===== src/design/ldc_map.svh =====
`ifndef LDC_MAP_SVH
`define LDC_MAP_SVH

// ****************************************
// Serial slave address and register indices
// ****************************************
`define LDC_SLV_ADDR     7'h08
`define LDC_IDX_BIAS     8'h01
`define LDC_IDX_RSVD     8'h02
`define LDC_IDX_CONV     8'h03
`define LDC_IDX_TXP      8'h0A
`define LDC_IDX_TXS      8'h0B
`define LDC_IDX_RES_HI   8'h28
`define LDC_IDX_RES_LO   8'h29
`define LDC_RST_VAL      8'h00

// ****************************************
// Field positions
// ****************************************
`define LDC_B_PD_ARM     7
`define LDC_B_PD_RNG_HI  6
`define LDC_B_PD_RNG_LO  5
`define LDC_B_OPEN_LOOP  4
`define LDC_B_FLT_ON     3
`define LDC_B_BIAS_ON    2
`define LDC_B_BIAS_SINK  1
`define LDC_B_PD_CATH    0
`define LDC_B_CONV_ON    7
`define LDC_B_CONV_OSC   6
`define LDC_B_CONV_RST   4
`define LDC_B_CONV_SEL   2
`define LDC_B_TX_PD      7
`define LDC_B_DRV_OFF    6
`define LDC_B_INVERT     5
`define LDC_B_REC_OFF    4
`define LDC_B_REC_BYP    3
`define LDC_B_OC_OFF     2
`define LDC_B_EQ_OFF     1
`define LDC_B_ANA_AMP    0
`define LDC_B_HALF_AMP   7
`define LDC_B_WIDE_PK    6
`define LDC_B_TCOMP_HI   5
`define LDC_B_TCOMP_LO   4
`define LDC_B_CTLE_HI    3

// ****************************************
// Photodiode full scale in microamps
// ****************************************
`define LDC_PD_FS_LOW    12'h302
`define LDC_PD_FS_MID    12'h604
`define LDC_PD_FS_HIGH   12'hC08

`endif


===== src/design/ldc_pkg.sv =====
package ldc_pkg;

   typedef enum logic [9:0] {
      LDC_IDLE = 10'h001,
      LDC_ADDR = 10'h002,
      LDC_AADR = 10'h004,
      LDC_REG  = 10'h008,
      LDC_AREG = 10'h010,
      LDC_WDAT = 10'h020,
      LDC_AWR  = 10'h040,
      LDC_RDAT = 10'h080,
      LDC_ARD  = 10'h100,
      LDC_SKIP = 10'h200
   } ldc_state_t;

   typedef logic [2:0] ldc_slot_t;

endpackage


===== src/design/ldc_regs.sv =====
`timescale 1ns/10ps
`include "ldc_map.svh"

// How it works
// - Arm bit lets monitor pin raise fault
// - Range field sets photodiode full scale
// - Open-loop bias when set, APC when clear
// - Fault detection on when set
// - Bias enable; low-then-high clears latched fault
// - Bias pin sinks when set, sources clear
// - Photodiode cathode-to-supply when set
// - Converter powered when set
// - Converter oscillator runs when set
// - Converter held in reset while set
// - Input select routes four monitors, 1XX none
// - Whole transmit path powered down when set
// - Output driver off when set
// - Data polarity inverted when set
// - Recovery disabled and bypassed when set
// - Data routed around recovery when set
// - Offset cancellation off when set
// - Equalizer disabled and bypassed when set
// - Analog amplitude control when set
// - Amplitude limited to half range
// - Wide peaking when set, narrow clear
// - Equalizer level monotonic 0000 to 1111
// - Slave 0001000; address, index, one data
// - Result high bits at 40, low at 41
module ldc_regs
   import ldc_pkg::*;
(
   input  wire logic        ref_clk_i,
   input  wire logic        rst_i,
   input  wire logic        scl_i,
   input  wire logic        sda_i,
   output logic             sda_o,
   output logic             sda_oe_o,
   input  wire logic        pd_monitor_pin_i,
   input  wire logic        bias_fault_i,
   input  wire logic [9:0]  converter_result_i,
   output logic             pd_monitor_fault_arm_o,
   output logic [1:0]       pd_range_sel_o,
   output logic [11:0]      pd_full_scale_ua_o,
   output logic             open_loop_sel_o,
   output logic             fault_detect_on_o,
   output logic             laser_bias_on_o,
   output logic             bias_current_en_o,
   output logic             fault_latched_o,
   output logic             bias_sink_sel_o,
   output logic             pd_cathode_sel_o,
   output logic             converter_on_o,
   output logic             converter_osc_on_o,
   output logic             converter_hold_reset_o,
   output logic [2:0]       converter_input_sel_o,
   output logic [3:0]       converter_route_o,
   output logic             transmit_powerdown_o,
   output logic             driver_on_o,
   output logic             data_invert_o,
   output logic             recovery_off_o,
   output logic             recovery_bypass_o,
   output logic             recovery_route_around_o,
   output logic             offset_cancel_off_o,
   output logic             equalizer_off_o,
   output logic             analog_amplitude_sel_o,
   output logic             half_amplitude_sel_o,
   output logic             wide_peaking_sel_o,
   output logic [1:0]       output_tempcomp_sel_o,
   output logic [3:0]       input_eq_level_o
);

   // ****************************************
   // Declarations
   // ****************************************
   localparam ldc_slot_t SLOT_NONE = 3'h5;

   logic [3:0]  pins_s;
   logic        scl_s;
   logic        sda_s;
   logic        pd_s;
   logic        flt_s;
   logic        scl_q_ff;
   logic        sda_q_ff;
   logic        scl_rise;
   logic        scl_fall;
   logic        bus_start;
   logic        bus_stop;
   ldc_state_t  state_ff;
   logic [3:0]  cnt_ff;
   logic [7:0]  shift_ff;
   logic [7:0]  idx_ff;
   logic        rw_ff;
   logic        sda_low_ff;
   logic        wr_stb_ff;
   ldc_slot_t   wr_slot_ff;
   logic [7:0]  wr_data_ff;
   logic [7:0]  regs_ff [0:4];
   logic [9:0]  res_ff;
   logic [7:0]  rd_byte;
   logic [7:0]  bias_r;
   logic [7:0]  conv_r;
   logic [7:0]  txp_r;
   logic [7:0]  txs_r;
   logic        fault_ff;
   logic        bias_on_q_ff;
   logic        fault_src;
   logic        bias_rise;

   function automatic ldc_slot_t slot_of(input logic [7:0] idx);
      case (idx)
         `LDC_IDX_BIAS: slot_of = 3'h0;
         `LDC_IDX_RSVD: slot_of = 3'h1;
         `LDC_IDX_CONV: slot_of = 3'h2;
         `LDC_IDX_TXP:  slot_of = 3'h3;
         `LDC_IDX_TXS:  slot_of = 3'h4;
         default:       slot_of = SLOT_NONE;
      endcase
   endfunction

   // ****************************************
   // Pin synchronisers and bus events
   // ****************************************
   ldc_sync u_sync
   (
      .ref_clk_i (ref_clk_i),
      .rst_i     (rst_i),
      .async_i   ({bias_fault_i, pd_monitor_pin_i, sda_i, scl_i}),
      .sync_o    (pins_s)
   );

   assign scl_s = pins_s[0];
   assign sda_s = pins_s[1];
   assign pd_s  = pins_s[2];
   assign flt_s = pins_s[3];

   always_ff @(posedge ref_clk_i)
   begin
      if (rst_i)
      begin
         scl_q_ff <= 1'b1;
         sda_q_ff <= 1'b1;
      end
      else
      begin
         scl_q_ff <= scl_s;
         sda_q_ff <= sda_s;
      end
   end

   assign scl_rise  = scl_s & ~scl_q_ff;
   assign scl_fall  = ~scl_s & scl_q_ff;
   assign bus_start = scl_s & scl_q_ff & sda_q_ff & ~sda_s;
   assign bus_stop  = scl_s & scl_q_ff & ~sda_q_ff & sda_s;

   // ****************************************
   // Serial slave: address, index, one data byte
   // ****************************************
   // Extra bytes after the data byte are not acknowledged, so the
   // master sees the one-byte limit as a NACK.
   always_ff @(posedge ref_clk_i)
   begin
      if (rst_i)
      begin
         state_ff   <= LDC_IDLE;
         cnt_ff     <= 4'h0;
         shift_ff   <= 8'h00;
         idx_ff     <= 8'h00;
         rw_ff      <= 1'b0;
         sda_low_ff <= 1'b0;
         wr_stb_ff  <= 1'b0;
         wr_slot_ff <= SLOT_NONE;
         wr_data_ff <= 8'h00;
      end
      else
      begin
         wr_stb_ff <= 1'b0;
         if (bus_start)
         begin
            state_ff   <= LDC_ADDR;
            cnt_ff     <= 4'h0;
            sda_low_ff <= 1'b0;
         end
         else if (bus_stop)
         begin
            state_ff   <= LDC_IDLE;
            sda_low_ff <= 1'b0;
         end
         else if (scl_rise)
         begin
            if (state_ff == LDC_ADDR || state_ff == LDC_REG ||
                state_ff == LDC_WDAT)
            begin
               shift_ff <= {shift_ff[6:0], sda_s};
               cnt_ff   <= cnt_ff + 4'h1;
            end
            else if (state_ff == LDC_RDAT)
            begin
               cnt_ff <= cnt_ff + 4'h1;
            end
         end
         else if (scl_fall)
         begin
            case (state_ff)
               LDC_ADDR:
               begin
                  if (cnt_ff == 4'h8)
                  begin
                     if (shift_ff[7:1] == `LDC_SLV_ADDR)
                     begin
                        state_ff   <= LDC_AADR;
                        rw_ff      <= shift_ff[0];
                        sda_low_ff <= 1'b1;
                     end
                     else
                     begin
                        state_ff <= LDC_SKIP;
                     end
                  end
               end
               LDC_AADR:
               begin
                  state_ff   <= LDC_REG;
                  cnt_ff     <= 4'h0;
                  sda_low_ff <= 1'b0;
               end
               LDC_REG:
               begin
                  if (cnt_ff == 4'h8)
                  begin
                     state_ff   <= LDC_AREG;
                     idx_ff     <= shift_ff;
                     sda_low_ff <= 1'b1;
                  end
               end
               LDC_AREG:
               begin
                  cnt_ff <= 4'h0;
                  if (rw_ff)
                  begin
                     state_ff   <= LDC_RDAT;
                     shift_ff   <= rd_byte;
                     sda_low_ff <= ~rd_byte[7];
                  end
                  else
                  begin
                     state_ff   <= LDC_WDAT;
                     sda_low_ff <= 1'b0;
                  end
               end
               LDC_WDAT:
               begin
                  if (cnt_ff == 4'h8)
                  begin
                     state_ff   <= LDC_AWR;
                     sda_low_ff <= 1'b1;
                     wr_stb_ff  <= 1'b1;
                     wr_slot_ff <= slot_of(idx_ff);
                     wr_data_ff <= shift_ff;
                  end
               end
               LDC_RDAT:
               begin
                  if (cnt_ff == 4'h8)
                  begin
                     state_ff   <= LDC_ARD;
                     sda_low_ff <= 1'b0;
                  end
                  else
                  begin
                     shift_ff   <= {shift_ff[6:0], 1'b0};
                     sda_low_ff <= ~shift_ff[6];
                  end
               end
               LDC_AWR, LDC_ARD:
               begin
                  state_ff   <= LDC_SKIP;
                  sda_low_ff <= 1'b0;
               end
               LDC_IDLE, LDC_SKIP:
               begin
                  sda_low_ff <= 1'b0;
               end
               default:
               begin
                  state_ff   <= LDC_IDLE;
                  sda_low_ff <= 1'b0;
               end
            endcase
         end
      end
   end

   // Open-drain: the pin only ever pulls low
   assign sda_o    = 1'b0;
   assign sda_oe_o = sda_low_ff;

   // ****************************************
   // Register storage
   // ****************************************
   genvar g;
   generate
      for (g = 0; g < 5; g++)
      begin : slot
         always_ff @(posedge ref_clk_i)
         begin
            if (rst_i)
            begin
               regs_ff[g] <= `LDC_RST_VAL;
            end
            else if (wr_stb_ff && wr_slot_ff == 3'(g))
            begin
               regs_ff[g] <= wr_data_ff;
            end
         end
      end
   endgenerate

   always_ff @(posedge ref_clk_i)
   begin
      if (rst_i)
      begin
         res_ff <= 10'h000;
      end
      else
      begin
         res_ff <= converter_result_i;
      end
   end

   assign bias_r = regs_ff[0];
   assign conv_r = regs_ff[2];
   assign txp_r  = regs_ff[3];
   assign txs_r  = regs_ff[4];

   // Unmapped indices read as zero
   always_comb
   begin
      rd_byte = 8'h00;
      if (slot_of(idx_ff) != SLOT_NONE)
      begin
         rd_byte = regs_ff[slot_of(idx_ff)];
      end
      else if (idx_ff == `LDC_IDX_RES_HI)
      begin
         rd_byte = res_ff[9:2];
      end
      else if (idx_ff == `LDC_IDX_RES_LO)
      begin
         rd_byte = {6'h00, res_ff[1:0]};
      end
   end

   // ****************************************
   // Fault latch
   // ****************************************
   assign fault_src = bias_r[`LDC_B_FLT_ON] &
                      (flt_s | (bias_r[`LDC_B_PD_ARM] & pd_s));
   assign bias_rise = bias_r[`LDC_B_BIAS_ON] & ~bias_on_q_ff;

   always_ff @(posedge ref_clk_i)
   begin
      if (rst_i)
      begin
         bias_on_q_ff <= 1'b0;
      end
      else
      begin
         bias_on_q_ff <= bias_r[`LDC_B_BIAS_ON];
      end
   end

   // A fresh fault in the clearing cycle wins over the clear
   always_ff @(posedge ref_clk_i)
   begin
      if (rst_i)
      begin
         fault_ff <= 1'b0;
      end
      else if (fault_src)
      begin
         fault_ff <= 1'b1;
      end
      else if (bias_rise)
      begin
         fault_ff <= 1'b0;
      end
   end

   // ****************************************
   // Control outputs
   // ****************************************
   assign pd_monitor_fault_arm_o = bias_r[`LDC_B_PD_ARM];
   assign pd_range_sel_o  = bias_r[`LDC_B_PD_RNG_HI:`LDC_B_PD_RNG_LO];
   assign open_loop_sel_o   = bias_r[`LDC_B_OPEN_LOOP];
   assign fault_detect_on_o = bias_r[`LDC_B_FLT_ON];
   assign laser_bias_on_o   = bias_r[`LDC_B_BIAS_ON];
   assign bias_current_en_o = bias_r[`LDC_B_BIAS_ON] & ~fault_ff;
   assign fault_latched_o   = fault_ff;
   assign bias_sink_sel_o   = bias_r[`LDC_B_BIAS_SINK];
   assign pd_cathode_sel_o  = bias_r[`LDC_B_PD_CATH];

   always_comb
   begin
      if (pd_range_sel_o[1])
      begin
         pd_full_scale_ua_o = `LDC_PD_FS_HIGH;
      end
      else if (pd_range_sel_o[0])
      begin
         pd_full_scale_ua_o = `LDC_PD_FS_MID;
      end
      else
      begin
         pd_full_scale_ua_o = `LDC_PD_FS_LOW;
      end
   end

   assign converter_on_o         = conv_r[`LDC_B_CONV_ON];
   assign converter_osc_on_o     = conv_r[`LDC_B_CONV_OSC];
   assign converter_hold_reset_o = conv_r[`LDC_B_CONV_RST];
   assign converter_input_sel_o  = conv_r[`LDC_B_CONV_SEL:0];

   // Reserved select codes route nothing
   always_comb
   begin
      converter_route_o = 4'h0;
      if (!converter_input_sel_o[2])
      begin
         converter_route_o[converter_input_sel_o[1:0]] = 1'b1;
      end
   end

   assign transmit_powerdown_o    = txp_r[`LDC_B_TX_PD];
   assign driver_on_o             = ~txp_r[`LDC_B_TX_PD] &
                                    ~txp_r[`LDC_B_DRV_OFF];
   assign data_invert_o           = txp_r[`LDC_B_INVERT];
   assign recovery_off_o          = txp_r[`LDC_B_REC_OFF];
   assign recovery_bypass_o       = txp_r[`LDC_B_REC_BYP];
   assign recovery_route_around_o = txp_r[`LDC_B_REC_OFF] |
                                    txp_r[`LDC_B_REC_BYP];
   assign offset_cancel_off_o     = txp_r[`LDC_B_OC_OFF];
   assign equalizer_off_o         = txp_r[`LDC_B_EQ_OFF];
   assign analog_amplitude_sel_o  = txp_r[`LDC_B_ANA_AMP];
   assign half_amplitude_sel_o    = txs_r[`LDC_B_HALF_AMP];
   assign wide_peaking_sel_o      = txs_r[`LDC_B_WIDE_PK];
   assign output_tempcomp_sel_o   = txs_r[`LDC_B_TCOMP_HI:`LDC_B_TCOMP_LO];
   assign input_eq_level_o        = txs_r[`LDC_B_CTLE_HI:0];
endmodule


===== src/design/ldc_sync.sv =====
`timescale 1ns/10ps

// ****************************************
// Two-stage synchroniser, one lane per bit
// ****************************************
module ldc_sync
(
   input  wire logic       ref_clk_i,
   input  wire logic       rst_i,
   input  wire logic [3:0] async_i,
   output logic      [3:0] sync_o
);

   logic [3:0] meta_ff;
   logic [3:0] sync_ff;

   genvar g;
   generate
      for (g = 0; g < 4; g++)
      begin : lane
         always_ff @(posedge ref_clk_i)
         begin
            if (rst_i)
            begin
               meta_ff[g] <= 1'b1;
               sync_ff[g] <= 1'b1;
            end
            else
            begin
               meta_ff[g] <= async_i[g];
               sync_ff[g] <= meta_ff[g];
            end
         end
      end
   endgenerate

   assign sync_o = sync_ff;

endmodule


===== config.mk =====
export PLATFORM = sky130hd
export DESIGN_NAME = ldc_regs
export DESIGN_NICKNAME = d
export VERILOG_FILES = /design/src/design/ldc_pkg.sv /design/src/design/ldc_regs.sv /design/src/design/ldc_sync.sv
export VERILOG_INCLUDE_DIRS = /design/src /design/src/design
export SDC_FILE = /design/constraint.sdc
export NUM_CORES = 1
export LEC_CHECK = 0
export BUFFER_PORTS_ARGS = -buffer_cell sky130_fd_sc_hd__buf_2
export CORE_UTILIZATION = 35
export CTS_CLUSTER_DIAMETER = 30
export CTS_CLUSTER_SIZE = 14
export DETAILED_ROUTE_END_ITERATION = 6
export GPL_ROUTABILITY_DRIVEN = 0
export HOLD_SLACK_MARGIN = 0.05
export PLACE_DENSITY = 0.61
export RECOVER_POWER = 50
export SYNTH_ARGS = -nofsm -noshare
export SYNTH_HDL_FRONTEND = slang
export SYNTH_SLANG_ARGS = --single-unit

===== constraint.sdc =====
create_clock -name ref_clk_i -period 3.6 [get_ports ref_clk_i]
set_input_delay 0.54 -clock ref_clk_i [delete_from_list [all_inputs] [get_ports ref_clk_i]]
set_output_delay 0.54 -clock ref_clk_i [all_outputs]
set_load 0.01 [all_outputs]

After elaboration in Yosys (flattened, before gate mapping)
Memories as Yosys holds them, arrays and structs flattened.
Index checks and enable logic that the tools add are counted.
Cells by class
  $add $sub $neg: 1
  $mul: 0
  divide/modulo/power cells: 0
  order comparisons: 2
  equality and inequality tests: 40
  shifts and indexed selects: 0
  muxes and demuxes: 63
  bitwise logic cells: 35
  reductions and logical operators: 29
Operator list (number)
  two-way mux 8 bit: 13
  case mux 10 bit (8 select lines): 1
  two-way mux 10 bit: 5
  AND reduction 7 bit: 4
  two-way mux 1 bit: 26
  two-way mux 4 bit: 6
  == test 8 x 2 -> 1 bit, second input constant: 2
  == test 8 x 4 -> 1 bit, second input constant: 2
  == test 8 x 6 -> 1 bit, second input constant: 2
  inequality test 4 x 3 -> 1 bit, second input constant: 4
  inverter 1 bit: 16
  case mux 8 bit (2 select lines): 1
  case mux 3 bit (5 select lines): 1
  inequality test 2 x 1 -> 1 bit, second input constant: 7
  AND 1 bit: 12
  two-way mux 12 bit: 1
  inequality test 3 bit, second input constant: 4
  AND reduction 6 bit: 2
  two-way mux 11 bit: 1
  == test 10 x 1 -> 1 bit, second input constant: 1
  == test 10 bit, second input constant: 1
  == test 10 x 2 -> 1 bit, second input constant: 1
  == test 10 x 3 -> 1 bit, second input constant: 1
  == test 10 x 4 -> 1 bit, second input constant: 1
  30 further kinds: 55
Storage, ports and cells
  bits in registers: 66
  latch bits: 0
  memory bits (writable): 40
  memory bits (read-only): 0
  bits of input ports: 16
  logic and storage cells: 194
  memories kept: 1
Memory list
  regs_ff: words 5, bits a word 8, read ports 5, clocked after Yosys merged registers in 0, write ports 5, RTL line ldc_regs.sv:96  | logic [7:0] regs_ff [0:4];

Logic depth before layout (Yosys ltp)
An unclocked memory read counts as a cell.
  depth after elaboration: 10
  mapped depth: 9
  depth with buffers taken out: 7

Hierarchy
A second synthesis with hierarchy kept.
Second synthesis, totals
  cell total of the unflattened synthesis: 565
  area total of the unflattened synthesis: 5522.8 µm²
Modules (own cells, without submodules)
  ldc_regs: instances 1, cells each 549, area an instance 5312.6 µm², seq. area each 2362.3 µm²
  ldc_sync: instances 1, cells each 16, area an instance 210.2 µm², seq. area each 160.2 µm²

Least setup slack after synthesis
Ideal clock, no wire load.
  path kind: reg-to-reg
  from: register state_ff[1]
  to: register cnt_ff[3]
  arrival time: 2.216 ns
  data required time: 3.530 ns
  setup slack: 1.314 ns
  stages on the path, launching flop included: 6
  period minus slack after synthesis: 2.286 ns
  path through: dfxtp_1 or4_4 or4_4 and3_4 or4_1 a21oi_1
Between the ends
  word-level cells in the longest chain between the ends: 5
Ends and longest elaborated chain
  from (decl): RTL line ldc_regs.sv:87  | ldc_state_t state_ff;
  from (signal assigned): RTL line ldc_regs.sv:163  | state_ff <= LDC_IDLE;
  from (signal assigned): RTL line ldc_regs.sv:178  | state_ff <= LDC_ADDR;
  from (signal assigned): RTL line ldc_regs.sv:184  | state_ff <= LDC_IDLE;
  == test 10 x 2 -> 1 bit / == test 10 x 4 -> 1 bit (equally long branches): RTL line ldc_regs.sv:189  | if (state_ff == LDC_ADDR || state_ff == LDC_REG ||
  logical OR 1 bit (2 in a row): RTL line ldc_regs.sv:189
  inequality test 3 x 1 -> 1 bit (no line) / two-way mux 4 bit (equally long branches)
  AND reduction 4 bit (no line) / two-way mux 4 bit (equally long branches)
  to (signal assigned): RTL line ldc_regs.sv:193  | cnt_ff <= cnt_ff + 4'h1;
  to (signal assigned): RTL line ldc_regs.sv:197  | cnt_ff <= cnt_ff + 4'h1;
  to (decl): RTL line ldc_regs.sv:88  | logic [3:0] cnt_ff;
Several ways; a longest one is shown, not always the timed one.
A chain may end at the register's enable or synchronous reset.

Worst setup path in the final report
  from: register state_ff[1]
  to: register state_ff[2]
Between the ends
  word-level cells in the longest chain between the ends: 4
Ends and longest elaborated chain
  == test 10 x 1 -> 1 bit / == test 10 bit (equally long branches): RTL line ldc_regs.sv:202  | case (state_ff)
  OR reduction 2 bit: RTL line ldc_regs.sv:202
  inverter 1 bit (no line)
  AND reduction 7 bit (no line)
Several ways; a longest one is shown, not always the timed one.

==> results.md <==
- Status: finished, violations left
- Failing checks: design-rule violations, max-capacitance violations, max-slew violations
- Cell Chain, Critical Path: or4_4 > or4_4 > a21oi_1 > o21ai_0 > a21oi_1
- Post-synthesis async set-or-reset flop share: 0%
- RSZ-0062 raised after global routing: no
- Internal power: roughly 1.8 mW
- Clock sinks: 106
- Sw frac: 23.8%
- Fmax: 372 MHz
- Pre-CTS WS: roughly 960 ps
- Final ANT Viol Nets: 0
- Clock buffer depth: 2
- # Post-CTS Setup Buffers: 0
- # nets final: 604
- # port buffers: 60
- Multi-input gate area: 2550 um2
- Setup violators final: 0
- EDFF count, synth: 40
- Register area: around 2500 um2
- # DRC: 4
- Final wirelength: ~13000 um
- H-Tree Depth: 3
- DR iter-0 viols: ~270
- Final HPWL DP: around 10000 um
- Final period utilization: between 70 and 80%
- Tmin final: roughly 2700 ps
- Hold Violations, Final: 0
- P per Cell Area: 403 nW/um2
- Number of synthesized register bits: between 100 and 150
- Total gr overflow: 0
- Crit end category: register
- Area contributors post-synth: dfxtp_1 (25%), edfxtp_1 (23%), and2_1 (5.0%), mux2i_1 (4.3%), and3b_1 (2.5%)
- Share of cells above drive strength 1: ~11%
- Number of instances in the placed design: ~760
- Met1 WL: ~6300 um
- Worst Setup SP: state_ff[1]
- Vias per cell: 5.52
- P_sw: roughly 0.57 mW
- CTS tree: yes
- R2r startpoint: state_ff[1]
- Pin count of the biggest net entering global routing: 38
- Worst hold slack: about 370 ps
- Slew margin rel.: -1.79%
- Drt pass-1 iters: 7
- Main flop type after synthesis: dfxtp_1
- Fin cells: roughly 770
- CP max stage delay: 730 ps
- Area Growth Syn to Fin: 11.7%
- Sequential-to-total area share from yosys stat: 47.3%
- CP max-delay cell: a21oi_1
- Worst path arrival time: around 3000 ps
- Pins over their slew limit: 38
- Clock Pin Slew Worst Setup and Hold Paths: approximately 70 ps
- Met3 wire len: 675 um
- Critical Path Fanout Max: 13
- Met2 routed WL: about 6000 um
- Die width: roughly 130 um
- Max VDD drop: between 0.15 and 0.2 mV
- Core Region: roughly 15000 um2
- Top-Level Pins: 67
- Via count: 4253
- Number of fill cells in the layout: around 1500
- # rows: 44
- Clock Latency Late Sink: 350 ps
- Post-synthesis cell type count: 64
- First-pass GRT wire length: approximately 22000 um
- Final Skew: just under 9 ps
- Setup CP Type: register to register
- Data required, critical path: 3870 ps
- GR Util All Layers: between 15 and 20%
- Synth Cell Area: approximately 5300 um2
- Yosys top cell by area: dfxtp_1
- Starting density of the core: 36.3%
- Clk root buf: clkbuf_16
- Highest routed metal layer: met4
- Chip height: 125 um
- Final worst slack: just over 900 ps
- Initial antenna violation count: 0
- Vias in the first global route: 4046
- Worst Tran Pin Value: 1530 ps
- Yosys top cell area share: 24.8%
- Hold buffer count at CTS: 0
- Hold Crit Class: input port to register
- Num CTS Buffers: 9
- Synth Warn #: 0
- Ant. Diodes: 0
- Max Cap Viol: 1
- Die area: around 16000 um2
- Post_cts resized: 0
- Post-DR wirelength/cell: between 15 and 20 um
- Hold_sp: pd_monitor_pin_i
- Clock power share: about two fifths
- Avg Inst Size Synth: about 9.8 um2
- Seq pwr share: 54.4%
- Logic pwr share: ~5.8%
- Setup TNS Final: 0 ps
- Pleak: 2.24 nW
- Worst Setup Start Kind: register
- Mapped Cells: approximately 540
## layer usage
| layer | vias to the layer above | GRT usage [%] |
|---|---|---|
| li1 | 2041 | - |
| met2 | 139 | 27.0 |
| met3 | 26 | 2.57 |
| met5 | - | 0 |
| met1 | 2047 | 24.5 |
| met4 | 0 | 6.46 |
## critical path, delay by kind of cell (launching register included)
kind / cells / cell delay [ps]
flops: 1 / 380
compound gates: 3 / 1100
simple gates: 2 / 1130
## placed cells by master, fill, tap and decap left out, drive strengths merged, types with 7 or more instances in the layout
master and n:
nor2b 18, o211ai 9, a221oi 7, o21ai 12, buf 25, and2 43, dfxtp 66, nand3 11
or2 11, nand2 34, nor4 9, inv 24, nor3 19, and3b 15, clkbuf 52, and3 7
mux2i 23, edfxtp 40, a21oi 16, o221ai 8, nand4 10, nor2 35
## synthesized netlist by cell type, drive strengths merged (3+ instances only)
cell,n
buf,19
a31oi,4
ha,6
clkbuf,23
edfxtp,40
inv,21
a2111oi,4
mux2i,23
and2,43
nand3,11
nor4b,3
or2,11
nor2b,18
o31ai,3
nor2,35
o21ai,12
a21oi,16
nand4,10
and3,7
o221ai,8
a211oi,6
dfxtp,66
o211ai,9
or3,5
or4,6
nand2,34
xor2,3
nor4,9
a221oi,7
and3b,15
nor3,19
nand3b,3
and4,6
a2bb2oi,6
nand2b,4
## layout make-up
cell class / count / share of cell area [%]
Inverter: 21 / 1.32
Multi-Input combinational cell: 378 / 42.8
Clock buffer: 11 / 4.07
Sequential cell: 106 / 42.3
Clock inverter: 5 / 0.756
Tap cell: 184 / 3.86
Timing Repair Buffer: 66 / 4.81
## state kept, by name, summed over array words and instances (netlist names), 8 cells and up
signal      cells
res_ff         10
regs_ff        40
idx_ff          8
state_ff       10
wr_data_ff      8
shift_ff        8
## power by group through the flow
stage | clock (mW) | combinational [mW] | sequential [mW]
after floorplan | 0 | 0.0957 | 1.33
after global placement | 0 | 0.144 | 1.33
after detailed placement | 0 | 0.146 | 1.33
after CTS | 0.973 | 0.146 | 1.31
after global routing | 1.02 | 0.154 | 1.31
final | 0.955 | 0.139 | 1.31
## path summary, 6_finish.rpt
path              cells past startpoint  slack (ps)                 to
hold / removal                        2         370  u_sync.meta_ff[2]
setup reg to reg                      5         910        state_ff[2]
hold reg to reg                       1         410   u_sync.sync_o[0]
setup / recovery                      5         910        state_ff[2]
## cells by family (layout without fill, tap and decap cells)
group           Yosys count  count (layout)  synth area share [%]
fa+ha+maj                 6               6                  1.41
other cells               1               6                0.0703
buf+inv                  63             103                  5.30
xor+xnor                  5               5                 0.822
mux                      24              24                  4.53
compound gates           92              92                  13.2
flops                   106             106                  47.3
simple gates            245             245                  27.3
## per-stage QoR
stage	utilization, %	area, um2	power, mW
finish	40.5	5960	2.40
global route	40.5	5960	2.49
CTS	40.9	6020	2.42
detailed placement	39.0	5730	1.48
global placement	39.0	5730	1.47
floorplan	-	5350	1.43
Note: power is estimated with default switching activity, not from simulation.
